**src/core/uvf_defs.svh**
```systemverilog
// constants of the output under-voltage fault supervisor
`ifndef UVF_DEFS_SVH
`define UVF_DEFS_SVH

// ************************************************************
// command codes of the two registers
// ************************************************************
`define UVF_CMD_UV_THRESHOLD 8'h44
`define UVF_CMD_UV_ACTION 8'h45

// ************************************************************
// action byte field layout
// ************************************************************
`define UVF_RESP_HI 7
`define UVF_RESP_LO 6
`define UVF_RETRY_HI 5
`define UVF_RETRY_LO 3
`define UVF_DELAY_HI 2
`define UVF_DELAY_LO 0
`define UVF_RETRY_NONE 3'h0
`define UVF_RETRY_FOREVER 3'h7

// ************************************************************
// reset values
// ************************************************************
`define UVF_ACTION_RESET 8'h80
`define UVF_THRESHOLD_RESET 16'h0000
`define UVF_STRAP_BASE 16'h0400
`define UVF_STRAP_STEP 16'h0100
`define UVF_ATTEMPT_RESET 3'h0
`define UVF_COUNT_ZERO 24'h000000

// ************************************************************
// timing: units in tenths of a millisecond, clock in kHz
// ************************************************************
`define UVF_CLK_KHZ 100000
`define UVF_RIDE_UNIT_MS_X10 100
`define UVF_RETRY_UNIT_MS_X10 82
`define UVF_KHZ_PER_TENTH_MS 10

`endif

```
**src/core/uvf_pkg.sv**
```systemverilog
// types of the output under-voltage fault supervisor
package uvf_pkg;

	// supervisor states, one-hot
	typedef enum logic [5:0] {
		UVF_ST_OFF = 6'h01,
		UVF_ST_RUN = 6'h02,
		UVF_ST_RIDE = 6'h04,
		UVF_ST_WAIT = 6'h08,
		UVF_ST_HOLD = 6'h10,
		UVF_ST_LATCH = 6'h20
	} uvf_state_type;

	// response field codes
	typedef enum logic [1:0] {
		UVF_RESP_IGNORE = 2'h0,
		UVF_RESP_RIDE = 2'h1,
		UVF_RESP_RETRY = 2'h2,
		UVF_RESP_HOLD = 2'h3
	} uvf_resp_type;

endpackage

```
**src/core/uvf_unit_timer.sv**
```systemverilog
// delay timer counting whole ride-through or retry units
`timescale 1ns/1ps
`include "uvf_defs.svh"

module uvf_unit_timer #(
	parameter int RIDE_CYC = 1000000,
	parameter int RETRY_CYC = 820000,
	parameter int CNT_W = 24
) (
	input wire logic clk,
	input wire logic resetn,
	input wire logic start,
	input wire logic use_retry,
	input wire logic abort,
	input wire logic [2:0] units,
	output logic done,
	output logic busy
);

	logic [CNT_W-1:0] cnt_q;
	logic [CNT_W-1:0] unit_c;
	logic busy_q;
	logic done_q;

	// unit length picked by use
	assign unit_c = use_retry ? CNT_W'(RETRY_CYC) : CNT_W'(RIDE_CYC);

	// down counter loaded with units times unit length
	always_ff @(posedge clk) begin
		if (!resetn) begin
			cnt_q <= CNT_W'(`UVF_COUNT_ZERO);
			busy_q <= 1'b0;
		end else if (abort) begin
			busy_q <= 1'b0;
		end else if (start) begin
			cnt_q <= CNT_W'(CNT_W'(units) * unit_c);
			busy_q <= 1'b1;
		end else if (busy_q) begin
			if (cnt_q == CNT_W'(`UVF_COUNT_ZERO)) begin
				busy_q <= 1'b0;
			end else begin
				cnt_q <= cnt_q - CNT_W'(1);
			end
		end
	end

	// one-cycle expiry pulse
	always_ff @(posedge clk) begin
		if (!resetn) begin
			done_q <= 1'b0;
		end else begin
			done_q <= busy_q && !abort && !start && cnt_q == CNT_W'(`UVF_COUNT_ZERO);
		end
	end

	assign done = done_q;
	assign busy = busy_q;
endmodule

```
**src/core/uvf_top.sv**
```systemverilog
// output under-voltage fault supervisor with its two command registers
// ************************************************************
// Functional notes
// retry field all ones restarts without limit until off, bias loss or shutdown
// delay field sets ride-through time in 10 ms units
// delay field sets time between restart attempts in 8.2 ms units
// output compared with threshold; same threshold drops power good
// threshold takes strap-selected default at power-up
// threshold is a 16-bit word at 0x44, action a byte at 0x45
// every response code drives alert low and sets the fault status bit
// code 00 keeps regulating, only flags the fault
// code 01 rides through the delay, then follows retry setting
// code 10 disables at once, then follows retry setting
// code 11 holds output off while fault present, then resumes
// retry zero means no restart; off until fault cleared
// retry one to six allows that many restarts, then off until cleared
// attempt counter resets on enable command or fault clear
// ************************************************************
`timescale 1ns/1ps
`include "uvf_defs.svh"

module uvf_top #(
	parameter int RIDE_CYC = `UVF_RIDE_UNIT_MS_X10 * (`UVF_CLK_KHZ / `UVF_KHZ_PER_TENTH_MS),
	parameter int RETRY_CYC = `UVF_RETRY_UNIT_MS_X10 * (`UVF_CLK_KHZ / `UVF_KHZ_PER_TENTH_MS)
) (
	// clock and reset
	input wire logic SYS_CLK,
	input wire logic RESETN,
	// command port from the bus interface
	input wire logic CMD_VALID,
	input wire logic CMD_WRITE,
	input wire logic [7:0] CMD_CODE,
	input wire logic [15:0] CMD_WDATA,
	output logic [15:0] CMD_RDATA,
	output logic CMD_ACK,
	output logic CMD_NACK,
	input wire logic FAULT_CLEAR,
	// power stage and monitoring
	input wire logic [15:0] VOUT_LEVEL,
	input wire logic [2:0] VOLTAGE_PIN_STRAP,
	input wire logic OUTPUT_ON_CMD,
	input wire logic BIAS_OK,
	input wire logic OTHER_SHUTDOWN,
	output logic OUTPUT_ENABLE,
	output logic OUTPUT_GOOD_FLAG,
	// alert line, open drain, active low, and the fault status bit
	input wire logic ALERT_LINE_N_I,
	output logic ALERT_LINE_N_O,
	output logic ALERT_LINE_N_OE,
	output logic STATUS_UV_FAULT
);

	// ************************************************************
	// registers and state
	// ************************************************************
	logic [15:0] threshold_q;
	logic [7:0] action_q;
	logic strap_done_q;
	uvf_pkg::uvf_state_type state_q, state_d;
	logic [2:0] attempts_q, attempts_d;
	logic status_q;
	logic out_en_q;
	logic pg_q;
	logic alert_oe_q;
	logic alert_seen_q;
	logic [15:0] rdata_q;
	logic ack_q;
	logic nack_q;
	logic uv;
	logic enabled;
	logic regulating;
	logic tmr_start, tmr_retry, tmr_abort, tmr_done;
	uvf_pkg::uvf_resp_type resp;
	logic [2:0] retry_set;
	logic [2:0] delay_set;

	// strap decode into factory threshold
	function automatic logic [15:0] strap_default(input logic [2:0] strap);
		strap_default = 16'(`UVF_STRAP_BASE + 16'(strap) * `UVF_STRAP_STEP);
	endfunction

	// true when a further restart is not allowed
	function automatic logic retries_spent(input logic [2:0] setting, input logic [2:0] used);
		retries_spent = setting == `UVF_RETRY_NONE || (setting != `UVF_RETRY_FOREVER && used >= setting);
	endfunction

	// field views of the action byte
	assign resp = uvf_pkg::uvf_resp_type'(action_q[`UVF_RESP_HI:`UVF_RESP_LO]);
	assign retry_set = action_q[`UVF_RETRY_HI:`UVF_RETRY_LO];
	assign delay_set = action_q[`UVF_DELAY_HI:`UVF_DELAY_LO];

	// comparator and run conditions
	assign uv = VOUT_LEVEL < threshold_q;
	assign enabled = OUTPUT_ON_CMD && BIAS_OK && !OTHER_SHUTDOWN;
	assign regulating = state_q == uvf_pkg::UVF_ST_RUN || state_q == uvf_pkg::UVF_ST_RIDE;

	// ************************************************************
	// command registers
	// ************************************************************

	// threshold: zero in reset, strap default on first clock after
	always_ff @(posedge SYS_CLK) begin
		if (!RESETN) begin
			threshold_q <= `UVF_THRESHOLD_RESET;
			strap_done_q <= 1'b0;
		end else if (!strap_done_q) begin
			threshold_q <= strap_default(VOLTAGE_PIN_STRAP);
			strap_done_q <= 1'b1;
		end else if (CMD_VALID && CMD_WRITE && CMD_CODE == `UVF_CMD_UV_THRESHOLD) begin
			threshold_q <= CMD_WDATA;
		end
	end

	// action byte
	always_ff @(posedge SYS_CLK) begin
		if (!RESETN) begin
			action_q <= `UVF_ACTION_RESET;
		end else if (CMD_VALID && CMD_WRITE && CMD_CODE == `UVF_CMD_UV_ACTION) begin
			action_q <= CMD_WDATA[7:0];
		end
	end

	// read data and answer strobes
	always_ff @(posedge SYS_CLK) begin
		if (!RESETN) begin
			rdata_q <= 16'h0000;
			ack_q <= 1'b0;
			nack_q <= 1'b0;
		end else begin
			ack_q <= 1'b0;
			nack_q <= 1'b0;
			if (CMD_VALID) begin
				unique case (CMD_CODE)
					`UVF_CMD_UV_THRESHOLD: begin
						rdata_q <= threshold_q;
						ack_q <= 1'b1;
					end
					`UVF_CMD_UV_ACTION: begin
						rdata_q <= {8'h00, action_q};
						ack_q <= 1'b1;
					end
					default: begin
						rdata_q <= 16'h0000;
						nack_q <= 1'b1;
					end
				endcase
			end
		end
	end

	// ************************************************************
	// fault response sequencer
	// ************************************************************

	// next state, timer requests and attempt count
	always_comb begin
		state_d = state_q;
		attempts_d = attempts_q;
		tmr_start = 1'b0;
		tmr_retry = 1'b0;
		tmr_abort = 1'b0;
		if (!enabled) begin
			state_d = uvf_pkg::UVF_ST_OFF;
			attempts_d = `UVF_ATTEMPT_RESET;
			tmr_abort = 1'b1;
		end else begin
			unique case (state_q)
				uvf_pkg::UVF_ST_OFF: begin
					state_d = uvf_pkg::UVF_ST_RUN;
				end
				uvf_pkg::UVF_ST_RUN: begin
					if (uv) begin
						unique case (resp)
							uvf_pkg::UVF_RESP_IGNORE: state_d = uvf_pkg::UVF_ST_RUN;
							uvf_pkg::UVF_RESP_RIDE: begin
								state_d = uvf_pkg::UVF_ST_RIDE;
								tmr_start = 1'b1;
							end
							uvf_pkg::UVF_RESP_RETRY: begin
								tmr_retry = 1'b1;
							end
							uvf_pkg::UVF_RESP_HOLD: state_d = uvf_pkg::UVF_ST_HOLD;
						endcase
					end
				end
				uvf_pkg::UVF_ST_RIDE: begin
					if (!uv) begin
						state_d = uvf_pkg::UVF_ST_RUN;
						tmr_abort = 1'b1;
					end else if (tmr_done) begin
						tmr_retry = 1'b1;
					end
				end
				uvf_pkg::UVF_ST_WAIT: begin
					if (tmr_done) begin
						state_d = uvf_pkg::UVF_ST_RUN;
					end
				end
				uvf_pkg::UVF_ST_HOLD: begin
					if (!uv) begin
						state_d = uvf_pkg::UVF_ST_RUN;
					end
				end
				uvf_pkg::UVF_ST_LATCH: begin
					if (FAULT_CLEAR) begin
						state_d = uvf_pkg::UVF_ST_RUN;
					end
				end
				default: state_d = uvf_pkg::UVF_ST_OFF;
			endcase
			// disable and decide on a restart
			if (tmr_retry) begin
				if (retries_spent(retry_set, attempts_q)) begin
					state_d = uvf_pkg::UVF_ST_LATCH;
				end else begin
					state_d = uvf_pkg::UVF_ST_WAIT;
					tmr_start = 1'b1;
					if (retry_set != `UVF_RETRY_FOREVER) begin
						attempts_d = attempts_q + 3'h1;
					end
				end
			end
			if (FAULT_CLEAR) begin
				attempts_d = `UVF_ATTEMPT_RESET;
			end
		end
	end

	// sequencer state
	always_ff @(posedge SYS_CLK) begin
		if (!RESETN) begin
			state_q <= uvf_pkg::UVF_ST_OFF;
			attempts_q <= `UVF_ATTEMPT_RESET;
		end else begin
			state_q <= state_d;
			attempts_q <= attempts_d;
		end
	end

	// ride-through and retry delay timer
	uvf_unit_timer #(
		.RIDE_CYC(RIDE_CYC),
		.RETRY_CYC(RETRY_CYC),
		.CNT_W(24)
	) u_timer (
		.clk(SYS_CLK),
		.resetn(RESETN),
		.start(tmr_start),
		.use_retry(state_d == uvf_pkg::UVF_ST_WAIT),
		.abort(tmr_abort),
		.units(delay_set),
		.done(tmr_done),
		.busy()
	);

	// ************************************************************
	// outputs
	// ************************************************************

	// output enable and power good
	always_ff @(posedge SYS_CLK) begin
		if (!RESETN) begin
			out_en_q <= 1'b0;
			pg_q <= 1'b0;
		end else begin
			out_en_q <= state_d == uvf_pkg::UVF_ST_RUN || state_d == uvf_pkg::UVF_ST_RIDE;
			pg_q <= regulating && !uv;
		end
	end

	// sticky fault bit, a new fault wins over the clear
	always_ff @(posedge SYS_CLK) begin
		if (!RESETN) begin
			status_q <= 1'b0;
		end else if (regulating && uv) begin
			status_q <= 1'b1;
		end else if (FAULT_CLEAR) begin
			status_q <= 1'b0;
		end
	end

	// alert pull-down follows the fault bit
	always_ff @(posedge SYS_CLK) begin
		if (!RESETN) begin
			alert_oe_q <= 1'b0;
			alert_seen_q <= 1'b0;
		end else begin
			alert_oe_q <= status_q || (regulating && uv);
			alert_seen_q <= !ALERT_LINE_N_I;
		end
	end

	assign OUTPUT_ENABLE = out_en_q;
	assign OUTPUT_GOOD_FLAG = pg_q;
	assign ALERT_LINE_N_O = 1'b0;
	assign ALERT_LINE_N_OE = alert_oe_q;
	assign STATUS_UV_FAULT = status_q;
	assign CMD_RDATA = rdata_q;
	assign CMD_ACK = ack_q;
	assign CMD_NACK = nack_q;
endmodule

```
**config.mk**
```make
export PLATFORM = sky130hd
export DESIGN_NAME = uvf_top
export DESIGN_NICKNAME = d
export VERILOG_FILES = /design/src/core/uvf_pkg.sv /design/src/core/uvf_unit_timer.sv /design/src/core/uvf_top.sv
export VERILOG_INCLUDE_DIRS = /design/src /design/src/core
export SDC_FILE = /design/constraint.sdc
export NUM_CORES = 1
export LEC_CHECK = 0
export BUFFER_PORTS_ARGS = -buffer_cell sky130_fd_sc_hd__buf_2
export CAP_MARGIN = 40
export CORE_MARGIN = 5
export CORE_UTILIZATION = 25
export CTS_CLUSTER_DIAMETER = 150
export CTS_CLUSTER_SIZE = 28
export DETAILED_ROUTE_END_ITERATION = 8
export SLEW_MARGIN = 10
export SYNTH_ARGS = -nofsm -noshare
export SYNTH_HDL_FRONTEND = slang
export SYNTH_HIERARCHICAL = 1
export SYNTH_SLANG_ARGS = --single-unit
```
**constraint.sdc**
```tcl
create_clock -name SYS_CLK -period 8.6 [get_ports SYS_CLK]
set_input_delay 0.86 -clock SYS_CLK [delete_from_list [all_inputs] [get_ports SYS_CLK]]
set_output_delay 0.86 -clock SYS_CLK [all_outputs]
set_load 0.005 [all_outputs]
```
==> qor.csv <==
metric,value,unit
cpPeakStageDelay,0.45,ns
synth_area,5010,um2
grt_max_degree,43,
chipHeight,152,um
grt_pass1_vias,4549,
comb_power_share,6.4,%
grt_util_all_layers,12.1,%
final_core_util,30.2,%
min_period,5.33,ns
wire_per_inst,14.0,um
critical_path_class,in2reg,
synth_top_area_share,32.7,%
synth_most_common_cell,dfxtp_1,
ys_top_cells_by_area,"dfxtp_1 (33%), ha_1 (10%), a21oi_1 (5.5%)",
status,completed,
initial_utilization,25.6,%
async_reset_ff_share,0,%
maxSlewHeadroom,44.0,%
antenna_found_initial,0,
finalSetupViolCount,0,
clock-sinks,82,
yosys.area.top_type,dfxtp_1,
seqPwrFrac,46.6,%
fin_crit_sh,62.0,%
crit_chain,"buf_2, ha_1, a21o_1, a221o_1, a221oi_1, o21a_1, nand3_1, a21oi_1, nor2_1, or2_2, ha_1, inv_1, fa_1, nand2b_1, a211oi_1, o21ai_0, a311oi_1, a21o_1, a22o_1",
cp_max_fo,8,
max_cap_violations,0,
die_area,23000,um2
io_buffers,72,
power,825,uW
post-dp-hpwl,10.0,mm
ant_nets,0,
root_buffer,clkbuf_16,
ios,75,
worst_pin_slew,0.839,ns
htree_levels,3,
vias_per_cell,4.87,
fill_cells,2105,
clk_pin_slew,0.07,ns
hold_violations,0,
synth_common_cells,"dfxtp_1 (82), nor2_1 (68), nand2_1 (61)",
post_cts_resized,0,
fmax,188,MHz
fp.coreArea,19600,um2
final_max_slew_viol_count,0,
power_density,140,nW/um2
ir_drop,0.000116,V
row_count,51,
crit_required,8.89,ns
drtIter0Drc,371,
post_cts_buffers,0,
netlist_instances,641,
seq_area_frac_synth,32.7,%
syn_avg_cell_area,7.82,um2
switching_power,218,uW
overflow,0,
drive_gt1_share,15.2,%
clock_skew,0.0105,ns
startpoint_type,primary input,
vias,4730,
arrival,5.62,ns
synth_edf_count,0,
cts_tree,yes,
crit_path_end_kind,register,
synthFlopType,dfxtp_1,
grt_pass1_wl,22.6,mm
power_frac_clock,47.0,%
synth_cell_type_count,68,
synth_warnings,6,
hp-class,reg2reg,
intPower,607,uW
drc,0,
area_growth,17.9,%
power_leakage,0.00242,uW
hold_buffers,0,
cts_buffers,9,
die_w,152,um
rsz0062_at_grt,false,
n_antenna_cell,0,
crit_slowest_cell,a21oi_1,
gp_congestion,0.860,
nets,795,
ys_seq_elements,82,
clockBufferDepth,2,
wl,13.6,mm
reg2reg_setup_slack,3.48,ns
drtPass1Iterations,6,
p_sw_share,26.5,%
setup_tns,0,ns
clk_latency,0.35,ns
-- cell families (layout without fill, tap and decap cells) --
logic type / count (synthesis) / count (layout) / share of synthesized area [%]
AO/OA/AOI/OAI: 173 / 173 / 21.5
XOR/XNOR: 13 / 13 / 2.27
adder cells (fa/ha/maj): 42 / 42 / 10.8
buffers and inverters: 67 / 129 / 5.54
flip-flops: 82 / 82 / 32.7
multiplexers: 7 / 7 / 1.42
other: 2 / 5 / 0.150
AND/OR/NAND/NOR: 255 / 255 / 25.6
-- routing by layer --
metal | up-vias | wire length, um | GRT usage, %
met1 | 2147 | 6550 | 16.5
met3 | 19 | 922 | 2.94
li1 | 2403 | - | -
met5 | - | 0 | 0
met4 | 0 | 187 | 3.41
met2 | 161 | 5920 | 19.2
-- critical path, delay by kind of cell --
| kind | cells | cell delay (ns) |
|---|---|---|
| adder cells (fa/ha/maj) | 3 | 1.06 |
| AND/OR/NAND/NOR | 4 | 0.82 |
| buffers and inverters | 2 | 0.17 |
| AO/OA/AOI/OAI | 10 | 2.71 |
-- state kept, by name, summed over array words and instances (netlist names) --
signal / cells
u_timer/cnt_q: 24
CMD_RDATA: 16
threshold_q: 16
action_q: 8
state_q: 6
attempts_q: 3
ALERT_LINE_N_OE: 1
CMD_ACK: 1
CMD_NACK: 1
OUTPUT_ENABLE: 1
OUTPUT_GOOD_FLAG: 1
STATUS_UV_FAULT: 1
strap_done_q: 1
u_timer/busy: 1
u_timer/done: 1
-- power groups by stage --
stage	registers, uW	clock network [uW]	logic, uW
floorplan	392	0	29.5
global placement	393	0	52.7
detailed placement	393	0	52.7
CTS	384	398	53.1
global route	385	411	59.6
finish	384	388	52.8
-- cell type report --
class / count / area, um2 / area share, %
inverters: 38 / 143 / 2.41
clock buffers: 9 / 225 / 3.81
well taps: 265 / 332 / 5.61
multi-input cells: 495 / 3120 / 52.8
flip-flops and latches: 82 / 1640 / 27.8
clock inverters: 7 / 65.1 / 1.10
repair buffers: 75 / 383 / 6.47
-- cell usage in the layout, fill, tap and decap left out, types with 4 or more instances in the layout --
cell type  instances
inv_6              4
xor2_1             4
nand2b_1          13
ha_1              40
nor3_1            27
inv_1             36
mux2i_1            6
buf_2             72
o21ai_0           42
and3_1             6
and4_1             4
nor2b_1           14
clkbuf_16          9
or3_1             10
a21oi_1           55
xnor2_1            9
and2_1             5
nand4_1            6
o31ai_1            5
a21o_1            10
nand3_1           16
nand2_1           61
nor2_1            68
a22oi_1           15
conb_1             5
dfxtp_1           82
a211oi_1           8
nor4_1             9
-- worst paths after layout --
path	startpoint	end	cells past startpoint
worst max-delay path	VOUT_LEVEL[9]	u_timer/cnt_q[22]	19
worst min-delay path	CMD_RDATA[4]	CMD_RDATA[4]	2
worst max register to register	threshold_q[11]	u_timer/cnt_q[22]	19
worst min register to register	CMD_RDATA[4]	CMD_RDATA[4]	2
-- metrics by stage --
| step | worst slack (ns) | cells | cell area, um2 | hold WS (ns) |
|---|---|---|---|---|
| finish | 3.27 | 971 | 5910 | 0.475 |
| floorplan | 3.70 | 644 | 5030 | 0.450 |
| detailed placement | 2.89 | 955 | 5620 | 0.463 |
| global placement | 2.99 | 955 | 5620 | 0.457 |
| CTS | 3.23 | 971 | 5910 | 0.475 |
| global route | 2.91 | 971 | 5910 | 0.490 |
No activity file was read; power rests on OpenSTA's default activity.
